$ cat src/otp_pkg.sv
// constants for the power-down termination transition controller
package otp_pkg;
  localparam int unsigned CLK_MHZ = 40;
  localparam int unsigned CLK_PERIOD_PS = 25000;
  // analog turn-on/off bounds in picoseconds (2 ns and 8.5 ns)
  localparam int unsigned ASYNC_MIN_PS = 2000;
  localparam int unsigned ASYNC_MAX_PS = 8500;
  // least time rounds up, longest rounds down, never below one cycle
  localparam int unsigned ASYNC_MIN_CYC_RAW = (ASYNC_MIN_PS + CLK_PERIOD_PS - 1) / CLK_PERIOD_PS;
  localparam int unsigned ASYNC_MAX_CYC_RAW = ASYNC_MAX_PS / CLK_PERIOD_PS;
  localparam int unsigned ASYNC_MIN_CYC = (ASYNC_MIN_CYC_RAW < 1) ? 1 : ASYNC_MIN_CYC_RAW;
  localparam int unsigned ASYNC_MAX_CYC = (ASYNC_MAX_CYC_RAW < 1) ? 1 : ASYNC_MAX_CYC_RAW;
  localparam int unsigned CNT_W = 8;
  localparam logic [CNT_W-1:0] ODTL_OFFSET = 8'h02;
  localparam logic [CNT_W-1:0] ANPD_OFFSET = 8'h01;
  localparam logic [CNT_W-1:0] ONE_CYC = 8'h01;
  localparam logic [CNT_W-1:0] ASYNC_MAX_CNT = CNT_W'(ASYNC_MAX_CYC);
  // synchronous late extra beyond the odt latency, in cycles
  localparam logic [CNT_W-1:0] SYNC_LATE_EXTRA = 8'h01;
  typedef enum logic [2:0] {
    OTP_ACTIVE, OTP_ENTRY, OTP_PD, OTP_EXIT
  } otp_state_e;
endpackage : otp_pkg

$ cat src/otp_down_cnt.sv
// loadable down counter used for uncertainty timing
`timescale 1ns/1ps
module otp_down_cnt
  import otp_pkg::*;
(
  // clock and reset
  input wire logic clk_in,
  input wire logic sys_rst_in,
  // control
  input wire logic load_in,
  input wire logic [CNT_W-1:0] value_in,
  // status
  output logic busy_out
);
  logic [CNT_W-1:0] cnt_r;

  always_ff @(posedge clk_in or posedge sys_rst_in) begin
    if (sys_rst_in) begin
      cnt_r <= 8'h00;
    end else if (load_in) begin
      cnt_r <= value_in;
    end else if (cnt_r != 8'h00) begin
      cnt_r <= cnt_r - ONE_CYC;
    end
  end

  always_ff @(posedge clk_in or posedge sys_rst_in) begin
    if (sys_rst_in) begin
      busy_out <= 1'b0;
    end else if (load_in) begin
      busy_out <= (value_in != 8'h00);
    end else begin
      busy_out <= (cnt_r > ONE_CYC);
    end
  end
endmodule : otp_down_cnt

$ cat src/otp_ctrl.sv
// controller that sequences cke/odt around power-down and tracks termination certainty
//
// Summary of operation
// - the entry window opens tANPD before cke is first sampled low and ends at that edge.
// - tANPD in cycles is write latency minus one.
// - with a refresh in flight at cke fall, entry ends tRFC after the refresh command.
// - odt raised in the entry window turns termination on between min(2ns,sync) and max(8.5ns,sync).
// - odt dropped in the entry window turns termination off in the same mixed bounds.
// - odt changes after entry closes are asynchronous, before it opens synchronous.
// - the exit window spans tANPD before cke is first sampled high to tXPDLL after it; the controller opens it at cke rise for tANPD + tXPDLL.
// - odt raised in the exit window turns on within the mixed asynchronous/synchronous bounds.
// - odt dropped in the exit window turns off within the mixed bounds.
// - after the exit window odt is synchronous again, before it asynchronous.
// - a short cke low pulse merges entry and exit windows, but the window flag drops for the power-down cycle unless a refresh is in flight.
// - a short cke high pulse merges exit and next entry windows into one uncertain span.
`timescale 1ns/1ps
module otp_ctrl
  import otp_pkg::*;
#(
  parameter logic [CNT_W-1:0] TRFC_CYC = 8'h0c,
  parameter logic [CNT_W-1:0] TXPDLL_CYC = 8'h0a
) (
  // clock and reset
  input wire logic clk_in,
  input wire logic sys_rst_in,
  // configuration
  input wire logic dll_off_pd_n_in,
  input wire logic [CNT_W-1:0] cwl_in,
  input wire logic [CNT_W-1:0] al_in,
  // user requests
  input wire logic pd_req_in,
  input wire logic odt_req_in,
  input wire logic refresh_in,
  // memory pins
  output logic cke_out,
  output logic odt_out,
  // status
  output logic in_window_out,
  output logic rtt_unknown_out,
  output logic rtt_on_out,
  output logic xfer_ok_out,
  output logic pd_active_out
);
  // ----------------------------------------------------------------
  // latencies
  // ----------------------------------------------------------------
  logic [CNT_W-1:0] wl;
  logic [CNT_W-1:0] odtl;
  logic [CNT_W-1:0] anpd;
  logic mixed;
  assign wl = CNT_W'(cwl_in + al_in);
  assign odtl = wl - ODTL_OFFSET;
  assign anpd = wl - ANPD_OFFSET;
  assign mixed = ~dll_off_pd_n_in;

  // ----------------------------------------------------------------
  // state and counters
  // ----------------------------------------------------------------
  otp_state_e state_r;
  otp_state_e state_nxt;
  logic [CNT_W-1:0] cnt_r;
  logic [CNT_W-1:0] rfc_r;
  logic odt_prev_r;
  logic unc_load;
  logic [CNT_W-1:0] unc_len;
  logic unc_busy;
  logic win_nxt;
  logic exit_start;
  logic [CNT_W-1:0] sync_len;

  always_comb begin
    state_nxt = state_r;
    unique case (state_r)
      OTP_ACTIVE: begin
        if (pd_req_in && !refresh_in) begin
          state_nxt = OTP_ENTRY;
        end
      end
      OTP_ENTRY: begin
        if (!pd_req_in) begin
          state_nxt = OTP_EXIT;
        end else if (cnt_r == 8'h00) begin
          state_nxt = OTP_PD;
        end
      end
      OTP_PD: begin
        if (!pd_req_in && rfc_r == 8'h00) begin
          state_nxt = OTP_EXIT;
        end
      end
      OTP_EXIT: begin
        if (pd_req_in && cnt_r > TXPDLL_CYC) begin
          state_nxt = OTP_ENTRY;
        end else if (cnt_r == 8'h00) begin
          state_nxt = OTP_ACTIVE;
        end
      end
      default: state_nxt = OTP_ACTIVE;
    endcase
  end

  always_ff @(posedge clk_in or posedge sys_rst_in) begin
    if (sys_rst_in) begin
      state_r <= OTP_ACTIVE;
    end else begin
      state_r <= state_nxt;
    end
  end

  // window counter: entry holds tANPD, exit tANPD + tXPDLL
  always_ff @(posedge clk_in or posedge sys_rst_in) begin
    if (sys_rst_in) begin
      cnt_r <= 8'h00;
    end else if (state_nxt == OTP_ENTRY && state_r != OTP_ENTRY) begin
      cnt_r <= anpd;
    end else if (state_nxt == OTP_EXIT && state_r != OTP_EXIT) begin
      cnt_r <= CNT_W'(anpd + TXPDLL_CYC);
    end else if (cnt_r != 8'h00) begin
      cnt_r <= cnt_r - ONE_CYC;
    end
  end

  // refresh in flight stretches entry to tRFC after the command
  always_ff @(posedge clk_in or posedge sys_rst_in) begin
    if (sys_rst_in) begin
      rfc_r <= 8'h00;
    end else if (refresh_in && state_r == OTP_ACTIVE) begin
      rfc_r <= TRFC_CYC;
    end else if (rfc_r != 8'h00) begin
      rfc_r <= rfc_r - ONE_CYC;
    end
  end

  // ----------------------------------------------------------------
  // pins
  // ----------------------------------------------------------------
  always_ff @(posedge clk_in or posedge sys_rst_in) begin
    if (sys_rst_in) begin
      cke_out <= 1'b1;
    end else begin
      // cke drops only once the entry lead time has run out
      cke_out <= !(state_nxt == OTP_PD);
    end
  end

  always_ff @(posedge clk_in or posedge sys_rst_in) begin
    if (sys_rst_in) begin
      odt_out <= 1'b0;
      odt_prev_r <= 1'b0;
    end else begin
      odt_out <= odt_req_in;
      odt_prev_r <= odt_out;
    end
  end

  // ----------------------------------------------------------------
  // termination certainty
  // ----------------------------------------------------------------
  // entry/exit chain directly, but the window flag drops for any power-down cycle with no refresh in flight
  assign win_nxt = mixed && (state_r == OTP_ENTRY || state_r == OTP_EXIT ||
                   (state_r == OTP_PD && rfc_r != 8'h00));

  // odt moved late in power-down may still answer synchronously, so cke rise restarts the span
  assign exit_start = mixed && state_r == OTP_PD && state_nxt == OTP_EXIT;
  assign sync_len = CNT_W'(odtl + SYNC_LATE_EXTRA);

  // an edge on odt opens an uncertainty span whose length depends on mode
  assign unc_load = (odt_out != odt_prev_r) || exit_start;
  always_comb begin
    if (win_nxt || exit_start) begin
      // mixed: latest of analog max and synchronous late bound
      unc_len = (ASYNC_MAX_CNT > sync_len) ?
                ASYNC_MAX_CNT : sync_len;
    end else if (state_r == OTP_PD && mixed) begin
      unc_len = ASYNC_MAX_CNT;
    end else begin
      unc_len = sync_len;
    end
  end

  otp_down_cnt u_unc (
    .clk_in(clk_in),
    .sys_rst_in(sys_rst_in),
    .load_in(unc_load),
    .value_in(unc_len),
    .busy_out(unc_busy)
  );

  always_ff @(posedge clk_in or posedge sys_rst_in) begin
    if (sys_rst_in) begin
      in_window_out <= 1'b0;
      rtt_unknown_out <= 1'b0;
      rtt_on_out <= 1'b0;
      xfer_ok_out <= 1'b0;
      pd_active_out <= 1'b0;
    end else begin
      in_window_out <= win_nxt;
      rtt_unknown_out <= unc_busy || unc_load;
      if (!unc_busy && !unc_load) begin
        rtt_on_out <= odt_out;
      end
      xfer_ok_out <= !unc_busy && !unc_load && state_r == OTP_ACTIVE;
      pd_active_out <= (state_nxt == OTP_PD);
    end
  end
endmodule : otp_ctrl

$ cat config.mk
export PLATFORM = sky130hd
export DESIGN_NAME = otp_ctrl
export DESIGN_NICKNAME = d
export VERILOG_FILES = /design/src/otp_pkg.sv /design/src/otp_down_cnt.sv /design/src/otp_ctrl.sv
export SDC_FILE = /design/constraint.sdc
export NUM_CORES = 1
export LEC_CHECK = 0
export BUFFER_PORTS_ARGS = -buffer_cell sky130_fd_sc_hd__buf_2
export CORE_ASPECT_RATIO = 1.5
export CORE_MARGIN = 3
export CORE_UTILIZATION = 55
export DETAILED_ROUTE_END_ITERATION = 10
export GPL_TIMING_DRIVEN = 0
export PLACE_DENSITY_LB_ADDON = 0.25
export SYNTH_ARGS = -nofsm -noshare
export SYNTH_HDL_FRONTEND = slang
export SYNTH_SLANG_ARGS = --single-unit
$ cat constraint.sdc
create_clock -name clk_in -period 3.5 [get_ports clk_in]
set_input_delay 0 -clock clk_in [delete_from_list [all_inputs] [get_ports clk_in]]
set_output_delay 0 -clock clk_in [all_outputs]
set_load 0.01 [all_outputs]
==> metrics.yaml <==
wl_per_cell_um: 14.50
first_pass_iters: 4
drcViolationCount: 0
synthFlopType: "dfrtp_1"
viasPerCell: 5.762
p_leak_nw: 1.338
nFillCells: 421
start_util: 0.5840
fp-row-count: 30
cts.clk_slew.worst_paths_ns: 0.07
syn_avg_cell_area_sq_um: 8.958
crit_path_max_fanout: 7
finalHoldViolCount: 0
r2r_start: "cnt_r[1]"
min_period_over_period: 0.8441
vias: 2328
finalClockSkew_ns: 0.003111
ctsResizeCount: 0
power.density_mw_per_mm2: 601.8
fp.coreArea_sq_mm: 0.004617
required_ns: 3.71
post-route-util: 0.6623
dieWidth_um: 63.17
grt_first_pass_wirelength_mm: 10.11
diodes: 0
yosys_warnings: 0
fmax_mhz: 338.5
peakVddDrop_uv: 273.8
cts_tree: "yes"
clkSinkCount: 36
async_flop_share: 1.000
wl_mm: 5.857
die_area_sq_mm: 0.005796
htree_levels: 2
relSlewSlack: 0.4848
layout_common_cells: "nor2_1, dfrtp_1, buf_2"
antenna_found_initial: 0
drive_above_1_share: 0.1647
synth_area_sq_mm: 0.002696
io_buffer_count: 28
wl_met1_mm: 2.330
dp_slack_ns: 0.5803
critPathLaunch: "cnt_r[1]"
seqCellArea_sq_um: 902.1
worst_slew_pin_slew_ns: 0.7608
synth_top_area_frac: 0.3248
min_from: "pd_req_in"
grtUsageTotal: 0.2162
gp_congestion: 0.7977
dp_hpwl_mm: 4.478
min_path_type: "in2reg"
post_cts_buffers: 0
crit_arrival_ns: 3.16
top_layer: "met4"
ant_nets: 0
final-setup-viol-count: 0
root_buffer: "clkbuf_8"
fin_total_pwr_mw: 1.840
wl_met3_um: 166
synthCells: 301
holdWs_ns: 0.04682
numCtsBuffers: 5
ys_types: 59
grt_pass1_vias: 2338
maxCapViolCount: 0
synthTopCellsByArea: "dfrtp_1, ha_1, nor2_1"
grt_overflow: 0
setup_tns_ns: 0
syn_to_final_growth_pct: 13.41
wl_met2_mm: 3.167
first_iter_violations: 134
die_h_um: 91.75
end_kind: "flop"
synth_nets: 340
grt_setup_unrepaired: "no"
grt_start_max_net_pins: 37
finalInstanceArea_sq_mm: 0.003058
place_area_sq_mm: 0.002917
place_inst: 393
critPathLaunchType: "flop"
cts.path.max_buffers: 2
setup_ws_ns: 0.5458
synth_edf_count: 0
post-route-min-period_ns: 2.954
drv_slew: 0
clock_latency_ns: 0.29
io_pins: 29
multiInputGateArea_sq_mm: 0.001693
yosysTopAreaCell: "dfrtp_1"
criticalPathCategory: "reg2reg"
stdcell_count: 404
status: "finished, final reports clean"
nets: 378
synth_seq_cells: 36
synth_seq_area_share: 0.3346
==> sequential cells by signal, summed over array words and instances (netlist names) <==
| signal | cells |
|---|---|
| cke_out | 1 |
| odt_prev_r | 1 |
| xfer_ok_out | 1 |
| rtt_unknown_out | 1 |
| cnt_r | 8 |
| state_r | 3 |
| rfc_r | 8 |
| pd_active_out | 1 |
| rtt_on_out | 1 |
| u_unc.cnt_r | 8 |
| u_unc.busy_out | 1 |
| in_window_out | 1 |
| odt_out | 1 |
==> metal layers <==
| metal | vias up | global-route usage |
|---|---|---|
| met5 | - | 0 |
| met4 | 0 | 0.1153 |
| met3 | 17 | 0.02696 |
| met2 | 57 | 0.4009 |
| met1 | 1098 | 0.2345 |
| li1 | 1156 | - |
==> cells in the mapped netlist, types with 4 or more instances <==
cell	count
dfrtp_1	35
nor2_1	35
inv_1	24
a21oi_1	18
ha_1	16
xnor2_1	15
nand2_1	13
nor3_1	12
o22ai_1	11
xor2_1	9
o21ai_0	8
nand2b_1	7
nor2b_1	6
nor3b_1	6
a211oi_1	5
mux2i_1	5
nor4_1	5
or3_1	5
and2_1	4
mux2_2	4
or2_2	4
==> power by group <==
part	total, mW	leakage [nW]	internal (mW)	switching, mW
combinational	0.791	0.852	0.359	0.431
sequential	0.680	0.432	0.548	0.132
clock	0.370	0.0541	0.211	0.159
==> critical path, stage by stage, from the launching register on <==
cell and delay (ns):
dfrtp_1 0.41, inv_1 0.11, ha_1 0.20, or3b_1 0.35
clkbuf_1 0.17, nor2_1 0.45, a21boi_0 0.20, o21ai_2 0.37
nand2_4 0.13, or3_1 0.38, o211ai_1 0.09
==> logic make-up after synthesis <==
logic type                 after synthesis  share of synthesized area
other                                    1                   0.001391
DFF                                     36                     0.3346
and+or+nand+nor                        116                     0.2320
muxes                                    9                    0.03527
AOI/OAI and AO/OA                       69                     0.1852
xor gates and xnor gates                26                    0.09235
adders and majority gates               17                    0.08167
buffers and inverters                   27                    0.03759
==> final timing paths <==
path,to,slack [ns],cells past startpoint
max,cnt_r[3],0.55,10
min,state_r[1],0.05,2
max reg2reg,cnt_r[3],0.55,10
min reg2reg,odt_prev_r,0.45,0
max in group asynchronous,cnt_r[1],2.64,3
min in group asynchronous,rtt_unknown_out,0.38,3
==> cell type report <==
type | instances | share of cell area
multi-input combinational | 238 | 0.5536
tap | 64 | 0.02619
timing repair buffer | 31 | 0.05565
clock buffer | 5 | 0.02250
clock inverter | 3 | 0.01391
sequential | 36 | 0.2950
inverter | 24 | 0.02946
buffer | 3 | 0.003682
==> repair_timing <==
action,4_1_cts,5_1_grt
hold buffers,2,1
hold endpoints to repair,2,35
endpoints found under the setup margin,0,0
Power figures use the tool's default switching activity.
